===== config.mk =====
export PLATFORM = sky130hd
export DESIGN_NAME = phy_mii_control_status_regs
export DESIGN_NICKNAME = d
export VERILOG_FILES = /design/src/hdl/phy_regs_pkg.sv /design/src/hdl/smi_target.sv /design/src/hdl/phy_mii_control_status_regs.sv
export SDC_FILE = /design/constraint.sdc
export NUM_CORES = 1
export LEC_CHECK = 0
export ABC_AREA = 1
export BUFFER_PORTS_ARGS = -buffer_cell sky130_fd_sc_hd__buf_2
export CORE_MARGIN = 2
export CORE_UTILIZATION = 55
export DETAILED_ROUTE_END_ITERATION = 16
export PLACE_DENSITY = 0.76
export SYNTH_ARGS = -nofsm -noshare
export SYNTH_HDL_FRONTEND = slang
export SYNTH_SLANG_ARGS = --single-unit
export TNS_END_PERCENT = 100

===== constraint.sdc =====
create_clock -name CLK -period 3.1 [get_ports CLK]
set_input_delay 0.62 -clock CLK [delete_from_list [all_inputs] [get_ports CLK]]
set_output_delay 0.62 -clock CLK [all_outputs]
set_load 0.05 [all_outputs]

===== src/hdl/phy_regs_pkg.sv =====
// Purpose: Shared constants for the port control/status registers
// Assumes: Management frames of the usual two-wire form
// Notes:   Register addresses are the 5-bit register field of a frame
package phy_regs_pkg;
    // Register addresses
    localparam logic [4:0]  ADDR_CONTROL     = 5'h00;
    localparam logic [4:0]  ADDR_STATUS      = 5'h01;
    // Control field positions
    localparam int          CTL_LOOPBACK     = 14;
    localparam int          CTL_SPEED_100    = 13;
    localparam int          CTL_AN_ENABLE    = 12;
    localparam int          CTL_AN_RESTART   = 9;
    localparam int          CTL_FULL_DUPLEX  = 8;
    // Status field positions
    localparam int          STS_T4_ABLE      = 15;
    localparam int          STS_AN_COMPLETE  = 5;
    localparam int          STS_REMOTE_FAULT = 4;
    localparam int          STS_LINK_UP      = 2;
    // Values after reset
    localparam logic [15:0] CONTROL_RESET    = 16'h3000;
    // Fixed status bits: 100X FD/HD, 10T FD/HD, preamble suppression, AN ability
    localparam logic [15:0] STATUS_FIXED     = 16'h7848;
    // Port whose auto-negotiation is locked off in fiber mode with signal detect
    localparam int          FIBER_PORT_INDEX = 4;
    // Management frame fields
    localparam logic [1:0]  OP_READ          = 2'b10;
    localparam logic [1:0]  OP_WRITE         = 2'b01;
    localparam logic [4:0]  HEAD_LAST        = 5'h0C;
    localparam logic [4:0]  DATA_LAST        = 5'h0F;
endpackage : phy_regs_pkg


===== src/hdl/smi_target.sv =====
// Purpose: Management frame receiver/transmitter for register access
// Assumes: MDC at most a quarter of CLK; PHY address from the top
// Notes:   Preamble may be suppressed; start is a 0 followed by 1
`timescale 1ns/1ps
module smi_target
    import phy_regs_pkg::*;
(
    input  wire logic        clk,
    input  wire logic        rst,
    input  wire logic        mdc,
    input  wire logic        mdio_i,
    input  wire logic [4:0]  phy_addr,
    input  wire logic [15:0] rd_data,
    output logic             mdio_o,
    output logic             mdio_oe,
    output logic [4:0]       reg_addr,
    output logic             wr_pulse,
    output logic [15:0]      wr_data
);
    typedef enum logic [1:0] {IDLE, HEAD, TURN, DATA} smi_e;

    typedef struct packed {
        logic        mdc_s1;
        logic        mdc_s2;
        logic        mdc_s3;
        logic        md_s1;
        logic        md_s2;
        smi_e        st;
        logic        prev_bit;
        logic [4:0]  cnt;
        logic [15:0] sh;
        logic        is_read;
        logic        sel;
        logic        o;
        logic        oe;
        logic [4:0]  addr;
        logic        wr;
        logic [15:0] wdata;
    } smi_s;

    smi_s s_q, s_d;
    logic rise;
    logic bit_in;
    logic [15:0] sh_in;

    assign rise   = s_q.mdc_s2 & ~s_q.mdc_s3;
    assign bit_in = s_q.md_s2;
    assign sh_in  = {s_q.sh[14:0], bit_in};

    always_comb begin
        s_d        = s_q;
        s_d.mdc_s1 = mdc;
        s_d.mdc_s2 = s_q.mdc_s1;
        s_d.mdc_s3 = s_q.mdc_s2;
        s_d.md_s1  = mdio_i;
        s_d.md_s2  = s_q.md_s1;
        s_d.wr     = 1'b0;
        if (rise) begin
            case (s_q.st)
                IDLE: begin
                    s_d.prev_bit = bit_in;
                    if (s_q.prev_bit && !bit_in) begin
                        s_d.st  = HEAD;
                        s_d.cnt = 5'h00;
                    end
                end
                HEAD: begin
                    s_d.sh  = sh_in;
                    s_d.cnt = s_q.cnt + 5'h01;
                    if (s_q.cnt == HEAD_LAST) begin
                        s_d.cnt     = 5'h00;
                        s_d.addr    = sh_in[4:0];
                        s_d.sel     = (sh_in[9:5] == phy_addr);
                        s_d.is_read = (sh_in[11:10] == OP_READ);
                        s_d.prev_bit = 1'b0;
                        if (!sh_in[12] ||
                            (sh_in[11:10] != OP_READ && sh_in[11:10] != OP_WRITE)) begin
                            s_d.st = IDLE;
                        end else begin
                            s_d.st = TURN;
                        end
                    end
                end
                TURN: begin
                    s_d.cnt = s_q.cnt + 5'h01;
                    if (s_q.cnt == 5'h00) begin
                        s_d.sh = rd_data;
                        if (s_q.is_read && s_q.sel) begin
                            s_d.oe = 1'b1;
                            s_d.o  = 1'b0;
                        end
                    end else begin
                        s_d.st  = DATA;
                        s_d.cnt = 5'h00;
                        s_d.o   = s_q.sh[15];
                    end
                end
                DATA: begin
                    s_d.cnt = s_q.cnt + 5'h01;
                    if (s_q.is_read) begin
                        s_d.sh = {s_q.sh[14:0], 1'b0};
                        s_d.o  = s_q.sh[14];
                    end else begin
                        s_d.sh = sh_in;
                    end
                    if (s_q.cnt == DATA_LAST) begin
                        s_d.st    = IDLE;
                        s_d.oe    = 1'b0;
                        s_d.o     = 1'b0;
                        s_d.wr    = ~s_q.is_read & s_q.sel;
                        s_d.wdata = sh_in;
                    end
                end
                default: s_d.st = IDLE;
            endcase
        end
    end

    always_ff @(posedge clk or posedge rst) begin
        if (rst) begin
            s_q <= '0;
        end else begin
            s_q <= s_d;
        end
    end

    assign mdio_o   = s_q.o;
    assign mdio_oe  = s_q.oe;
    assign reg_addr = s_q.addr;
    assign wr_pulse = s_q.wr;
    assign wr_data  = s_q.wdata;
endmodule : smi_target


===== src/hdl/phy_mii_control_status_regs.sv =====
// Purpose: Port control register and status register with loopback path
// Assumes: MII and negotiation engine signals share CLK; straps are pins
// Notes:   Registers reached only through management frames
// Operation
// Loopback set: MII transmit enable sends nothing to the line.
// Loopback set: MII transmit data returns on MII receive path.
// Forced speed and duplex bits apply only with negotiation disabled.
// Fiber port 4 with signal detect: negotiation enable reads 0, ignores writes.
// Writing restart 1 starts negotiation when negotiation is enabled.
// Negotiation disabled: restart bit is read-only, writes do nothing.
// Restart reads 1 while pending, clears when negotiation completes.
// Host writes zero to control bits 6..0, ignores their read value.
// Status bit 15, T4 capability, always reads 0.
// Reset, power down, isolate, collision test read 0, ignore writes.
// Negotiation complete status reads 0 while negotiation disabled.
`timescale 1ns/1ps
module phy_mii_control_status_regs
    import phy_regs_pkg::*;
#(
    parameter int         PORT_INDEX = 4,
    parameter logic [4:0] PHY_ADDR   = 5'h04
) (
    input  wire logic       CLK,
    input  wire logic       RST,
    input  wire logic       MDC,
    input  wire logic       MDIO_I,
    output logic            MDIO_O,
    output logic            MDIO_OE,
    input  wire logic       FIBER_MODE,
    input  wire logic       FIBER_SIGNAL_DETECT,
    input  wire logic       MII_TXEN,
    input  wire logic [3:0] MII_TXD,
    output logic            MII_RXDV,
    output logic [3:0]      MII_RXD,
    output logic            LINE_TXEN,
    output logic [3:0]      LINE_TXD,
    input  wire logic       LINE_RXDV,
    input  wire logic [3:0] LINE_RXD,
    input  wire logic       AN_CYCLE_DONE,
    input  wire logic       AN_COMPLETE,
    input  wire logic       AN_SPEED_100,
    input  wire logic       AN_FULL_DUPLEX,
    input  wire logic       LINK_UP,
    input  wire logic       REMOTE_FAULT,
    output logic            AN_ENABLE,
    output logic            AN_RESTART,
    output logic            LINK_SPEED_100,
    output logic            LINK_FULL_DUPLEX
);
    typedef struct packed {
        logic       loop;
        logic       speed;
        logic       an_en;
        logic       restart;
        logic       duplex;
        logic       fib_s1;
        logic       fib_s2;
        logic       sd_s1;
        logic       sd_s2;
        logic       an_enable;
        logic       an_restart;
        logic       spd_out;
        logic       dup_out;
        logic       rxdv;
        logic [3:0] rxd;
        logic       ltxen;
        logic [3:0] ltxd;
    } regs_s;

    regs_s s_q, s_d;
    logic [4:0]  acc_addr;
    logic        wr;
    logic [15:0] wdata;
    logic [15:0] rd_data;
    logic [15:0] ctl_word;
    logic [15:0] sts_word;
    logic        an_locked;
    logic        an_eff;
    logic        an_en_new;
    logic        ctl_wr;
    logic        restart_wr;

    smi_target u_smi (
        .clk      (CLK),
        .rst      (RST),
        .mdc      (MDC),
        .mdio_i   (MDIO_I),
        .phy_addr (PHY_ADDR),
        .rd_data  (rd_data),
        .mdio_o   (MDIO_O),
        .mdio_oe  (MDIO_OE),
        .reg_addr (acc_addr),
        .wr_pulse (wr),
        .wr_data  (wdata)
    );

    // Fiber lock of negotiation enable
    assign an_locked  = (PORT_INDEX == FIBER_PORT_INDEX) & s_q.fib_s2 & s_q.sd_s2;
    assign an_eff     = s_q.an_en & ~an_locked;
    assign ctl_wr     = wr && (acc_addr == ADDR_CONTROL);
    assign an_en_new  = (an_locked ? s_q.an_en : wdata[CTL_AN_ENABLE]) & ~an_locked;
    assign restart_wr = ctl_wr && wdata[CTL_AN_RESTART] && an_en_new;

    // Read views; unimplemented and reserved bits read 0
    always_comb begin
        ctl_word                  = 16'h0000;
        ctl_word[CTL_LOOPBACK]    = s_q.loop;
        ctl_word[CTL_SPEED_100]   = s_q.speed;
        ctl_word[CTL_AN_ENABLE]   = an_eff;
        ctl_word[CTL_AN_RESTART]  = s_q.restart;
        ctl_word[CTL_FULL_DUPLEX] = s_q.duplex;
        sts_word                   = STATUS_FIXED;
        sts_word[STS_T4_ABLE]      = 1'b0;
        sts_word[STS_AN_COMPLETE]  = AN_COMPLETE & an_eff;
        sts_word[STS_REMOTE_FAULT] = REMOTE_FAULT;
        sts_word[STS_LINK_UP]      = LINK_UP;
        case (acc_addr)
            ADDR_CONTROL: rd_data = ctl_word;
            ADDR_STATUS:  rd_data = sts_word;
            default:      rd_data = 16'h0000;
        endcase
    end

    always_comb begin
        s_d        = s_q;
        s_d.fib_s1 = FIBER_MODE;
        s_d.fib_s2 = s_q.fib_s1;
        s_d.sd_s1  = FIBER_SIGNAL_DETECT;
        s_d.sd_s2  = s_q.sd_s1;
        if (ctl_wr) begin
            // Bits 15, 11, 10, 7 and 6..0 are not stored
            s_d.loop   = wdata[CTL_LOOPBACK];
            s_d.speed  = wdata[CTL_SPEED_100];
            s_d.duplex = wdata[CTL_FULL_DUPLEX];
            if (!an_locked) begin
                s_d.an_en = wdata[CTL_AN_ENABLE];
            end
        end
        // Restart: completion clears, a new request wins
        if (s_q.restart && AN_CYCLE_DONE) begin
            s_d.restart = 1'b0;
        end
        if (!an_eff) begin
            s_d.restart = 1'b0;
        end
        if (restart_wr) begin
            s_d.restart = 1'b1;
        end
        s_d.an_restart = restart_wr;
        s_d.an_enable  = an_eff;
        s_d.spd_out    = an_eff ? AN_SPEED_100 : s_q.speed;
        s_d.dup_out    = an_eff ? AN_FULL_DUPLEX : s_q.duplex;
        // Loopback path
        s_d.ltxen = MII_TXEN & ~s_q.loop;
        s_d.ltxd  = s_q.loop ? 4'h0 : MII_TXD;
        s_d.rxdv  = s_q.loop ? MII_TXEN : LINE_RXDV;
        s_d.rxd   = s_q.loop ? MII_TXD : LINE_RXD;
    end

    always_ff @(posedge CLK or posedge RST) begin
        if (RST) begin
            s_q         <= '0;
            s_q.speed   <= CONTROL_RESET[CTL_SPEED_100];
            s_q.an_en   <= CONTROL_RESET[CTL_AN_ENABLE];
            s_q.spd_out <= CONTROL_RESET[CTL_SPEED_100];
        end else begin
            s_q <= s_d;
        end
    end

    assign AN_ENABLE        = s_q.an_enable;
    assign AN_RESTART       = s_q.an_restart;
    assign LINK_SPEED_100   = s_q.spd_out;
    assign LINK_FULL_DUPLEX = s_q.dup_out;
    assign MII_RXDV         = s_q.rxdv;
    assign MII_RXD          = s_q.rxd;
    assign LINE_TXEN        = s_q.ltxen;
    assign LINE_TXD         = s_q.ltxd;
endmodule : phy_mii_control_status_regs


# After elaboration in Yosys (flattened, before gate mapping)
# Cells that the tools add are included.
# word_totals
regBits,78
latchBits,0
ram_bits,0
rom_bits,0
out_inout_bits,16
word_cells,120
mem_count,0
# op_classes
n_addsub,1
n_mul,0
n_div,0
magnitude_cmp,0
eq_ne,19
n_shift,0
mux,32
bitwise,11
reduce_logical,24
# op_table
cell,n
$mux 17,3
$pmux 16 s3,1
$pmux 15 s2,1
$pmux 5 s4,1
$mux 16,1
$mux 2,6
$ne 2x1->1 const B,6
$reduce_and 3->1,4
$mux 1,11
$eq 5x4->1 const B,2
$logic_not 5->1,2
$mux 5,2
$reduce_and 5->1,2
$mux 4,2
$mux 8,1
$pmux 2 s4,1
$and 1x1->1,7
$logic_and 1x1->1,7
$eq 2x2->1 const B,3
$ne 3x1->1 const B,2
$add 5x1->5 const B,1
$eq 5x1->1 const B,1
$eq 5x3->1 const B,1
$ne 2x2->1 const B,2
other kinds (12),17

# Depth between registers and ports, before layout
# Gate-level depths: netlist of the first run.
# logic_depth
depth_word,7
depth_mapped,11
mapped_depth_nobuf,11

# By module
# From an unflattened synthesis of the first run, not the netlist that was laid out.
# hier_totals
cells_unflattened,436
hier_area_um2,3714.8
# modules_own_cells
module,instances,cells_per_inst,area_per_inst_um2,seq_area_each_um2
smi_target,1,324,2728.9,1376.3
phy_mii_control_status_regs,1,112,985.9,579.3

# Least setup slack after synthesis of the first run
# OpenSTA, ideal clock, no wires.
# synth_path
kind,register -> register
start,reg u_smi.s_q[42] in the netlist's numbering
end,reg u_smi.s_q[26] in the netlist's numbering
arrival_ps,1363
required_ps,2974
path_slack_ps,1610
path_stages_with_launch,11
path_buffers,1
synth_period_minus_slack_ps,1490
cell_sequence,dfrtp_1 inv_1 ha_1 inv_1 nor2_2 nand2_1 nand2_2 nand2_8 inv_6 buf_6 o22ai_1
# synth_via
elab_chain_cells,3
# synth_rtl
element,line_no,rtl
from (decl),smi_target.sv:41,"smi_s s_q, s_d;"
from (signal assigned),smi_target.sv:121,s_q <= '0;
from (signal assigned),smi_target.sv:123,s_q <= s_d;
$logic_not 5->1,smi_target.sv:86,if (s_q.cnt == 5'h00) begin
$ne 2x1->1 (no source line),--,
$reduce_and 3->1 (no source line),--,
# Every way passes these cells.
# A chain may end at the register's enable or synchronous reset.

# Final worst setup path of the first run
# layout_path
start,reg u_smi.s_q[48] in the netlist's numbering
end,reg u_smi.s_q[37] in the netlist's numbering
# layout_via
elab_chain_cells,3
# layout_rtl
element,line_no,rtl
$eq 2x2->1 / $eq 2x1->1 (equally long branches),smi_target.sv:59,case (s_q.st)
$ne 2x1->1 (no source line) / $reduce_bool 3->1 (equally long branches),--,
$reduce_and 3->1 (no source line),--,
# Several ways; a longest one is shown, not always the timed one.

==> impl_metrics.sql, run 1 <==
INSERT INTO impl_metrics (metric_group, metric, value, unit) VALUES
('worst_setup_path', 'crit_path_start_kind', 'flop', ''),
('placement', 'final_hpwl_dp', '4077', 'um'),
('clock_tree', 'hold_fix_buffers_cts', '0', ''),
('clock_tree', 'tritoncts.num_buffers', '9', ''),
('layout', 'layout_commonest_cell', 'sky130_fd_sc_hd__nand2_1', ''),
('yosys', 'syn-cell-area', '0.003009', 'mm2'),
('floorplanning', 'die_height', '77.97', 'um'),
('routing', 'first_iter_violations', '130', ''),
('global_route', 'grt_first_pass_wirelength', '9673', 'um'),
('placement', 'dp_worst_setup_slack', '1270', 'ps'),
('status', 'run_status', 'completed', ''),
('sta', 'fmaxAchievable', '537.5', 'MHz'),
('worst_setup_path', 'crit_slowest_cell', 'sky130_fd_sc_hd__nor2_2', ''),
('yosys', 'netlist-cell-type-count', '31', ''),
('sta', 'report.final.slew_viol_count', '0', ''),
('routing', 'totalWireLength', '5839', 'um'),
('sta', 'finalCritPeriodShare', '0.6002', ''),
('worst_setup_path', 'critPathCaptureType', 'flop', ''),
('routing', 'route.detailed.drc', '0', ''),
('placement', 'io_buffer_count', '37', ''),
('worst_setup_path', 'worstPathRequired', '3330', 'ps'),
('global_route', 'grt_pass1_vias', '2133', ''),
('sta', 'unrepaired_setup_endpoints_after_global_routing', 'false', ''),
('yosys', 'yosys.area_share.simple', '0.2328', ''),
('global_route', 'number_of_antenna_violations_at_the_first_check_in_global_routing', '0', ''),
('clock_tree', 'cts_buffer_depth', '2', ''),
('global_route', 'grt_util_all_layers', '0.2087', ''),
('floorplanning', 'die-area', '0.006079', 'mm2'),
('worst_setup_path', 'worstPathArrival', '2090', 'ps'),
('worst_setup_path', 'crit_buf_inv', '1', ''),
('worst_setup_path', 'path_cells', 'nor2_2, nand2_2, nand2_8, inv_6, nand2_1, o21ai_1', ''),
('routing', 'vias_per_cell', '5.044', ''),
('sta', 'postLayoutSetupSlackWorst', '1240', 'ps'),
('placement', 'finalWeightedCongestion', '0.9259', ''),
('hold_path', 'hold_class', 'input port to asynchronous set/reset pin', ''),
('routing', 'ant_nets', '0', ''),
('layout', 'layout_cell_share_with_drive_strength_beyond_1', '0.2005', ''),
('sta', 'timing_worst_slew_pin_value', '809.0', 'ps'),
('yosys', 'syn-instance-count', '344', ''),
('global_route', 'globalRouteOverflowTotal', '0', ''),
('placement', 'placedInstanceArea', '0.003183', 'mm2'),
('pwr', 'max-vdd-ir-drop', '586.1', 'uV'),
('clock_tree', 'cts_resized', '0', ''),
('pwr', 'sum_of_internal_switching_and_leakage_power', '2.205', 'mW'),
('worst_setup_path', 'timing.critical_path.depth', '6', ''),
('clock_tree', 'worst_skew_pair.late_latency', '350', 'ps'),
('yosys', 'sequential_area_share_after_synthesis', '0.5584', ''),
('clock_tree', 'post-cts-setup-buffer-count', '0', ''),
('yosys', 'synth_compound_area_frac', '0.08316', ''),
('worst_setup_path', 'ff2ff_setup_slack', '1240', 'ps'),
('layout', 'mostFrequentLayoutCells', '95 x sky130_fd_sc_hd__nand2_1, 64 x sky130_fd_sc_hd__dfrtp_1, 38 x sky130_fd_sc_hd__inv_1', ''),
('yosys', 'post_synth.cell_area_avg', '8.747', 'um2'),
('sta', 'final_layout_setup_total_negative_slack', '0', 'ps'),
('pwr', 'cellLeakagePower', '1.755', 'nW'),
('worst_setup_path', 'critical-path-top-delay-family', 'simple AND/OR/NAND/NOR gates', ''),
('job', 'max_cap_viol_count', '0', ''),
('clock_tree', 'cts_tree', 'done', ''),
('floorplanning', 'floorplan.die.width', '77.97', 'um'),
('worst_setup_path', 'critPathKind', 'flop to flop', ''),
('yosys', 'postSynthRegisterBits', '67', ''),
('layout', 'final_net_count', '405', ''),
('yosys', 'synthesis.yosys.warnings', '0', ''),
('routing', 'wl_per_cell', '12.86', 'um'),
('layout', 'n_antenna_cell', '0', ''),
('clock_tree', 'cts_num_sinks', '67', ''),
('sta', 'min_period', '1860', 'ps'),
('yosys', 'synth_fp_nets', '370', ''),
('floorplanning', 'io_pins', '38', ''),
('worst_setup_path', 'worst-r2r-cell-count', '6', ''),
('yosys', 'synth-adder-area-share', '0.01663', ''),
('routing', 'num_vias', '2290', '');
## flip-flops by register name, summed over array words and instances (netlist names), 2 cells and up, named ones only
| register | flops |
|---|---|
| s_q | 3 |
| ctl_word | 4 |
| u_smi.reg_addr | 5 |
| s_d | 2 |
| u_smi.s_d | 3 |
| u_smi.s_q | 26 |
| MII_RXD | 4 |
| u_smi.wr_data | 5 |
| LINE_TXD | 4 |
## synthesized netlist by cell type
cell type	instances	area share
sky130_fd_sc_hd__nor3_1	1	0.0017
sky130_fd_sc_hd__inv_1	39	0.049
sky130_fd_sc_hd__nor4_1	1	0.0021
sky130_fd_sc_hd__nor2_2	5	0.010
sky130_fd_sc_hd__o21ai_1	15	0.025
sky130_fd_sc_hd__nand2_1	95	0.12
sky130_fd_sc_hd__nand4_1	3	0.0062
sky130_fd_sc_hd__o22ai_1	2	0.0042
sky130_fd_sc_hd__nand2_8	1	0.0067
sky130_fd_sc_hd__dfrtp_1	64	0.53
sky130_fd_sc_hd__inv_2	7	0.0087
sky130_fd_sc_hd__o21ai_0	19	0.032
sky130_fd_sc_hd__and3_1	1	0.0021
sky130_fd_sc_hd__dfstp_2	3	0.026
sky130_fd_sc_hd__nand3_1	23	0.038
sky130_fd_sc_hd__ha_1	4	0.017
sky130_fd_sc_hd__a21oi_1	7	0.012
sky130_fd_sc_hd__buf_6	3	0.011
sky130_fd_sc_hd__buf_4	9	0.022
sky130_fd_sc_hd__nand2_2	2	0.0042
sky130_fd_sc_hd__mux2_1	1	0.0037
sky130_fd_sc_hd__o211ai_1	1	0.0025
sky130_fd_sc_hd__xor2_1	2	0.0058
sky130_fd_sc_hd__inv_6	1	0.0029
sky130_fd_sc_hd__nor2_1	26	0.032
sky130_fd_sc_hd__clkinv_1	1	0.0012
sky130_fd_sc_hd__clkbuf_1	2	0.0025
sky130_fd_sc_hd__nor2_4	1	0.0037
sky130_fd_sc_hd__o22ai_2	2	0.0083
sky130_fd_sc_hd__buf_2	1	0.0017
sky130_fd_sc_hd__nand3_2	2	0.0067
## routing by layer
metal,global-route usage,vias to the layer above,part of all wire
li1,-,1144,-
met4,0.09474,0,0.021
met1,0.2927,1081,0.47
met3,0.03837,11,0.051
met5,0,-,0
met2,0.3181,54,0.46
## worst max-delay path by stage
| stage | from | endpoint | slack (ps) |
|---|---|---|---|
| after global placement | u_smi.s_q[48] | u_smi.s_q[29] | 1330 |
| after floorplan | RST | AN_ENABLE | 800 |
| after global routing | u_smi.s_q[48] | u_smi.s_q[37] | 1070 |
| final | u_smi.s_q[48] | u_smi.s_q[37] | 1240 |
| after detailed placement | u_smi.s_q[48] | u_smi.mdio_o | 1270 |
| after CTS | u_smi.s_q[48] | u_smi.s_q[37] | 1250 |
## final cells by class
cell class              count  area (um2)  area share
flip-flops and latches     67        1680      0.4970
well taps                  70       87.58     0.02591
multi-input cells         214        1030      0.3046
clock inverters             2       35.03     0.01036
clock buffers              14       162.7     0.04811
repair buffers             39       200.2     0.05922
inverters                  48       185.2     0.05477
## logic make-up (layout without fill, tap and decap cells)
family | count (synthesis) | after routing
buffers and inverters | 63 | 103
multiplexers | 1 | 1
XOR/XNOR | 2 | 2
adder cells (fa/ha/maj) | 4 | 4
flip-flops | 67 | 67
AND/OR/NAND/NOR | 161 | 161
AO/OA/AOI/OAI | 46 | 46
## where the power goes
part	total (mW)	internal [mW]	switching [mW]
Clock	0.730	0.415	0.314
Sequential	1.05	0.977	0.0716
Combinational	0.427	0.140	0.287
Total	2.21	1.53	0.672
## through the flow
step	instances	hold slack, ps
global placement	438	333.0
CTS	454	215.5
detailed placement	438	338.9
finish	454	208.3
floorplan	344	331.2
global route	454	240.4
Note: power is estimated with default switching activity, not from simulation.
==> run 2: changes to the inputs <==
--- a/config.mk
+++ b/config.mk
@@ -5,7 +5,7 @@
 export SDC_FILE = /design/constraint.sdc
 export NUM_CORES = 1
 export LEC_CHECK = 0
-export ABC_AREA = 1
+export ABC_AREA = 0
 export BUFFER_PORTS_ARGS = -buffer_cell sky130_fd_sc_hd__buf_2
 export CORE_MARGIN = 2
 export CORE_UTILIZATION = 55
==> constraint.sdc (replaced) <==
create_clock -name CLK -period 1.8 [get_ports CLK]
set_input_delay 0.36 -clock CLK [delete_from_list [all_inputs] [get_ports CLK]]
set_output_delay 0.36 -clock CLK [all_outputs]
set_load 0.05 [all_outputs]
==> run 2 against run 1 <==
  * Sequential power grew 90%
  * Global-route usage increased by 0.31 points
  * Combinational power grew to 2.6 times the previous value
  * Via count shrank 12%
  * Register-to-register slack got worse by 1200 ps
  * Wire length is 0.55% lower
  * Design area grew 5.7%
  * Clock power is 66% higher
  * Critical path type unchanged
  * Critical endpoint is now u_smi.reg_addr[3]
==> impl_metrics.sql, run 2 <==
INSERT INTO impl_metrics (metric_group, metric, value, unit) VALUES
('status', 'run_status', 'completed', ''),
('layout', 'area_overhead_of_the_layout_relative_to_synthesis', '20.87', '%'),
('layout', 'mostFrequentLayoutCells', '64 x sky130_fd_sc_hd__dfrtp_1, 37 x sky130_fd_sc_hd__buf_2, 30 x sky130_fd_sc_hd__nand2_1', ''),
('placement', 'io_buffer_count', '37', ''),
('sta', 'finalCritPeriodShare', '0.9856', ''),
('global_route', 'grt_pass1_vias', '2075', ''),
('worst_setup_path', 'critPathKind', 'flop to flop', ''),
('worst_setup_path', 'crit_slowest_cell', 'sky130_fd_sc_hd__or4_4', ''),
('worst_setup_path', 'worstPathMaxFanout', '8', ''),
('placement', 'final_hpwl_dp', '3989', 'um'),
('worst_setup_path', 'reg2reg_to', 'u_smi.reg_addr[3]', ''),
('placement', 'finalWeightedCongestion', '0.8582', ''),
('sta', 'final-hold-violation-count', '0', ''),
('yosys', 'syn-cell-area', '0.002955', 'mm2'),
('clock_tree', 'cts-root-buf', 'sky130_fd_sc_hd__clkbuf_8', ''),
('routing', 'vias_per_cell', '5.437', ''),
('clock_tree', 'worst_setup_hold_path_clk_slew', '70', 'ps'),
('routing', 'num_vias', '2017', ''),
('layout', 'n_antenna_cell', '0', ''),
('yosys', 'asyncSetResetFlopFracSynth', '1.000', ''),
('clock_tree', 'cts_num_sinks', '67', ''),
('worst_setup_path', 'critPathCaptureType', 'flop', ''),
('yosys', 'postSynthRegisterBits', '67', ''),
('yosys', 'netlist-cell-type-count', '43', ''),
('sta', 'final_layout_setup_total_negative_slack', '0', 'ps'),
('pwr', 'sum_of_internal_switching_and_leakage_power', '4.305', 'mW'),
('sta', 'max-slew-margin-rel', '0.6497', ''),
('worst_setup_path', 'path_cells', 'inv_1, ha_4, nand4b_2, or4_4, buf_8, mux2_4', ''),
('clock_tree', 'tritoncts.num_buffers', '9', ''),
('yosys', 'synth_edf_count', '0', ''),
('global_route', 'grt_start_max_net_pins', '36', ''),
('routing', 'wl_per_cell', '15.65', 'um'),
('worst_setup_path', 'worstPathArrival', '2010', 'ps'),
('floorplanning', 'start_util', '0.5750', ''),
('floorplanning', 'die-area', '0.005976', 'mm2'),
('worst_setup_path', 'critical_path.max_stage_delay', '430', 'ps'),
('yosys', 'sequential_area_share_after_synthesis', '0.5686', ''),
('pwr', 'cellLeakagePower', '1.773', 'nW'),
('global_route', 'grt_first_pass_wirelength', '9708', 'um'),
('sta', 'worst_clk_skew', '9.292', 'ps'),
('yosys', 'ys_top_cells_by_area', 'sky130_fd_sc_hd__dfrtp_1 54%, sky130_fd_sc_hd__mux2_2 8.8%, sky130_fd_sc_hd__mux2_4 4.1%', ''),
('global_route', 'globalRouteOverflowTotal', '0', ''),
('sta', 'fmaxAchievable', '563.7', 'MHz'),
('routing', 'route.detailed.drc', '0', ''),
('clock_tree', 'cts.htree.levels', '3', ''),
('hold_path', 'hold_class', 'input port to asynchronous set/reset pin', ''),
('floorplanning', 'floorplan.die.width', '77.31', 'um'),
('yosys', 'synth_top_flop_cell', 'sky130_fd_sc_hd__dfrtp_1', ''),
('routing', 'first_iter_violations', '165', ''),
('pwr', 'max-vdd-ir-drop', '820.4', 'uV'),
('layout', 'layout_commonest_cell', 'sky130_fd_sc_hd__dfrtp_1', ''),
('pwr', 'power_per_cell_area', '1205', 'mW/mm2'),
('global_route', 'number_of_antenna_violations_at_the_first_check_in_global_routing', '0', ''),
('layout', 'layout_cell_share_with_drive_strength_beyond_1', '0.4419', ''),
('layout', 'largest_reg_flops', '26', ''),
('floorplanning', 'core_area', '0.005140', 'mm2'),
('layout', 'largest-register', 'u_smi.s_q', ''),
('yosys', 'syn-instance-count', '238', ''),
('layout', 'final_net_count', '322', ''),
('clock_tree', 'worst_skew_pair.late_latency', '350', 'ps'),
('sta', 'timing_worst_slew_pin_value', '524.4', 'ps'),
('clock_tree', 'cts_tree', 'done', ''),
('sta', 'min_period', '1774', 'ps'),
('worst_setup_path', 'r2r-start', 'u_smi.s_q[43]', ''),
('floorplanning', 'io_pins', '38', ''),
('yosys', 'synth_fp_nets', '264', ''),
('clock_tree', 'cts_buffer_depth', '2', ''),
('sta', 'unrepaired_setup_endpoints_after_global_routing', 'true', ''),
('worst_setup_path', 'crit_path_start_kind', 'flop', ''),
('routing', 'totalWireLength', '5807', 'um'),
('layout', 'final_core_utilization', '0.6950', ''),
('yosys', 'post-synth-top-count-cell', 'sky130_fd_sc_hd__dfrtp_1', ''),
('yosys', 'post_synth.cell_area_avg', '12.42', 'um2'),
('yosys', 'netlist.area_leader.share', '0.5419', ''),
('floorplanning', 'die_height', '77.31', 'um'),
('floorplanning', 'rows', '26', ''),
('sta', 'finalSetupViolations', '0', ''),
('placement', 'place_inst', '352', ''),
('job', 'max_cap_viol_count', '0', ''),
('yosys', 'ys_top_cells_by_count', '64 x sky130_fd_sc_hd__dfrtp_1, 30 x sky130_fd_sc_hd__nand2_1, 23 x sky130_fd_sc_hd__mux2_2, 13 x sky130_fd_sc_hd__o21ai_0, 11 x sky130_fd_sc_hd__inv_1', ''),
('routing', 'ant_nets', '0', ''),
('worst_setup_path', 'worstPathRequired', '2030', 'ps'),
('worst_setup_path', 'worst-r2r-cell-count', '6', ''),
('worst_setup_path', 'ff2ff_setup_slack', '30', 'ps'),
('layout', 'finish.cell_count_without_fillers', '371', ''),
('routing', 'dr.pass1.iters', '7', ''),
('yosys', 'yosys.area.top_type', 'sky130_fd_sc_hd__dfrtp_1', ''),
('global_route', 'grt_util_all_layers', '0.2118', ''),
('yosys', 'synthesis.yosys.warnings', '0', ''),
('sta', 'report.final.slew_viol_count', '0', '');
-- run 2: cell count changes after synthesis, moves of 7 or more --
cell | before | now
sky130_fd_sc_hd__nor2_1 | 26 | 3
sky130_fd_sc_hd__mux2_4 | 0 | 8
sky130_fd_sc_hd__nand2_1 | 95 | 30
sky130_fd_sc_hd__inv_2 | 7 | 0
sky130_fd_sc_hd__mux2_2 | 0 | 23
sky130_fd_sc_hd__nor2b_1 | 0 | 9
sky130_fd_sc_hd__o21ai_1 | 15 | 0
sky130_fd_sc_hd__inv_1 | 39 | 11
sky130_fd_sc_hd__nand3_1 | 23 | 5
-- run 2: area by class of cell --
class / instances / area (um2)
clock buffer: 10 / 127.6
inverter: 11 / 45.04
tap: 70 / 87.58
fill: 385 / 1568
sequential: 67 / 1680
multi-input combinational: 145 / 1169
timing repair buffer: 62 / 396.6
clock inverter: 6 / 66.31
-- run 2: worst max-delay path by stage --
| stage | start | endpoint | slack [ps] | cells past startpoint |
|---|---|---|---|---|
| final | u_smi.s_q[43] | u_smi.reg_addr[3] | 30 | 6 |
| after global routing | u_smi.s_q[43] | u_smi.reg_addr[0] | -70 | 6 |
| after CTS | u_smi.s_q[42] | u_smi.reg_addr[0] | 3 | 6 |
| after detailed placement | u_smi.s_q[42] | u_smi.reg_addr[3] | -40 | 6 |
| after global placement | u_smi.s_q[42] | u_smi.reg_addr[1] | 20 | 6 |
| after floorplan | u_smi.s_q[42] | u_smi.s_q[28] | 8 | 7 |
-- run 2: per-layer routing --
metal | vias up | wire length [um] | track usage
li1 | 944 | - | -
met1 | 997 | 2536 | 0.2689
met2 | 65 | 2810 | 0.3313
met3 | 11 | 326 | 0.04588
met4 | 0 | 133 | 0.1304
met5 | - | 0 | 0
-- run 2: repair_timing --
action,in CTS,in global routing
setup endpoints to repair,11,27
buffers inserted,1,1
resized for setup,2,12
hold buffers,0,0
gates cloned,0,1
-- run 2: power by group --
group | internal [mW] | switching [mW] | total, mW
logic | 0.606 | 0.495 | 1.10
clock network | 0.641 | 0.568 | 1.21
registers | 1.76 | 0.233 | 1.99
total | 3.01 | 1.30 | 4.30
-- run 2: stage by stage --
stage	worst slack [ps]	area (um2)	hold WS (ps)
finish	25.99	3572	48.68
global placement	18.01	3304	331.6
global route	-70.49	3572	101.1
CTS	3.062	3512	58.01
floorplan	7.987	2959	331.2
detailed placement	-35.12	3304	340.3
-- run 2: kinds of logic (layout without fill, tap and decap cells) --
logic type	count (synthesis)	count (layout)	share of synthesized area
flops	67	67	0.5686
simple gates	64	65	0.1190
mux	35	35	0.1431
buf+inv	27	89	0.05207
compound gates	40	40	0.09738
fa+ha+maj	4	4	0.01694
xor+xnor	1	1	0.002964
-- run 2: worst max-delay path: cells and delay by family (launching register included) --
kind / cells / cell delay [ps]
flip-flops: 1 / 410
adder cells (fa/ha/maj): 1 / 150
AND/OR/NAND/NOR: 2 / 530
buffers and inverters: 2 / 260
multiplexers: 1 / 290
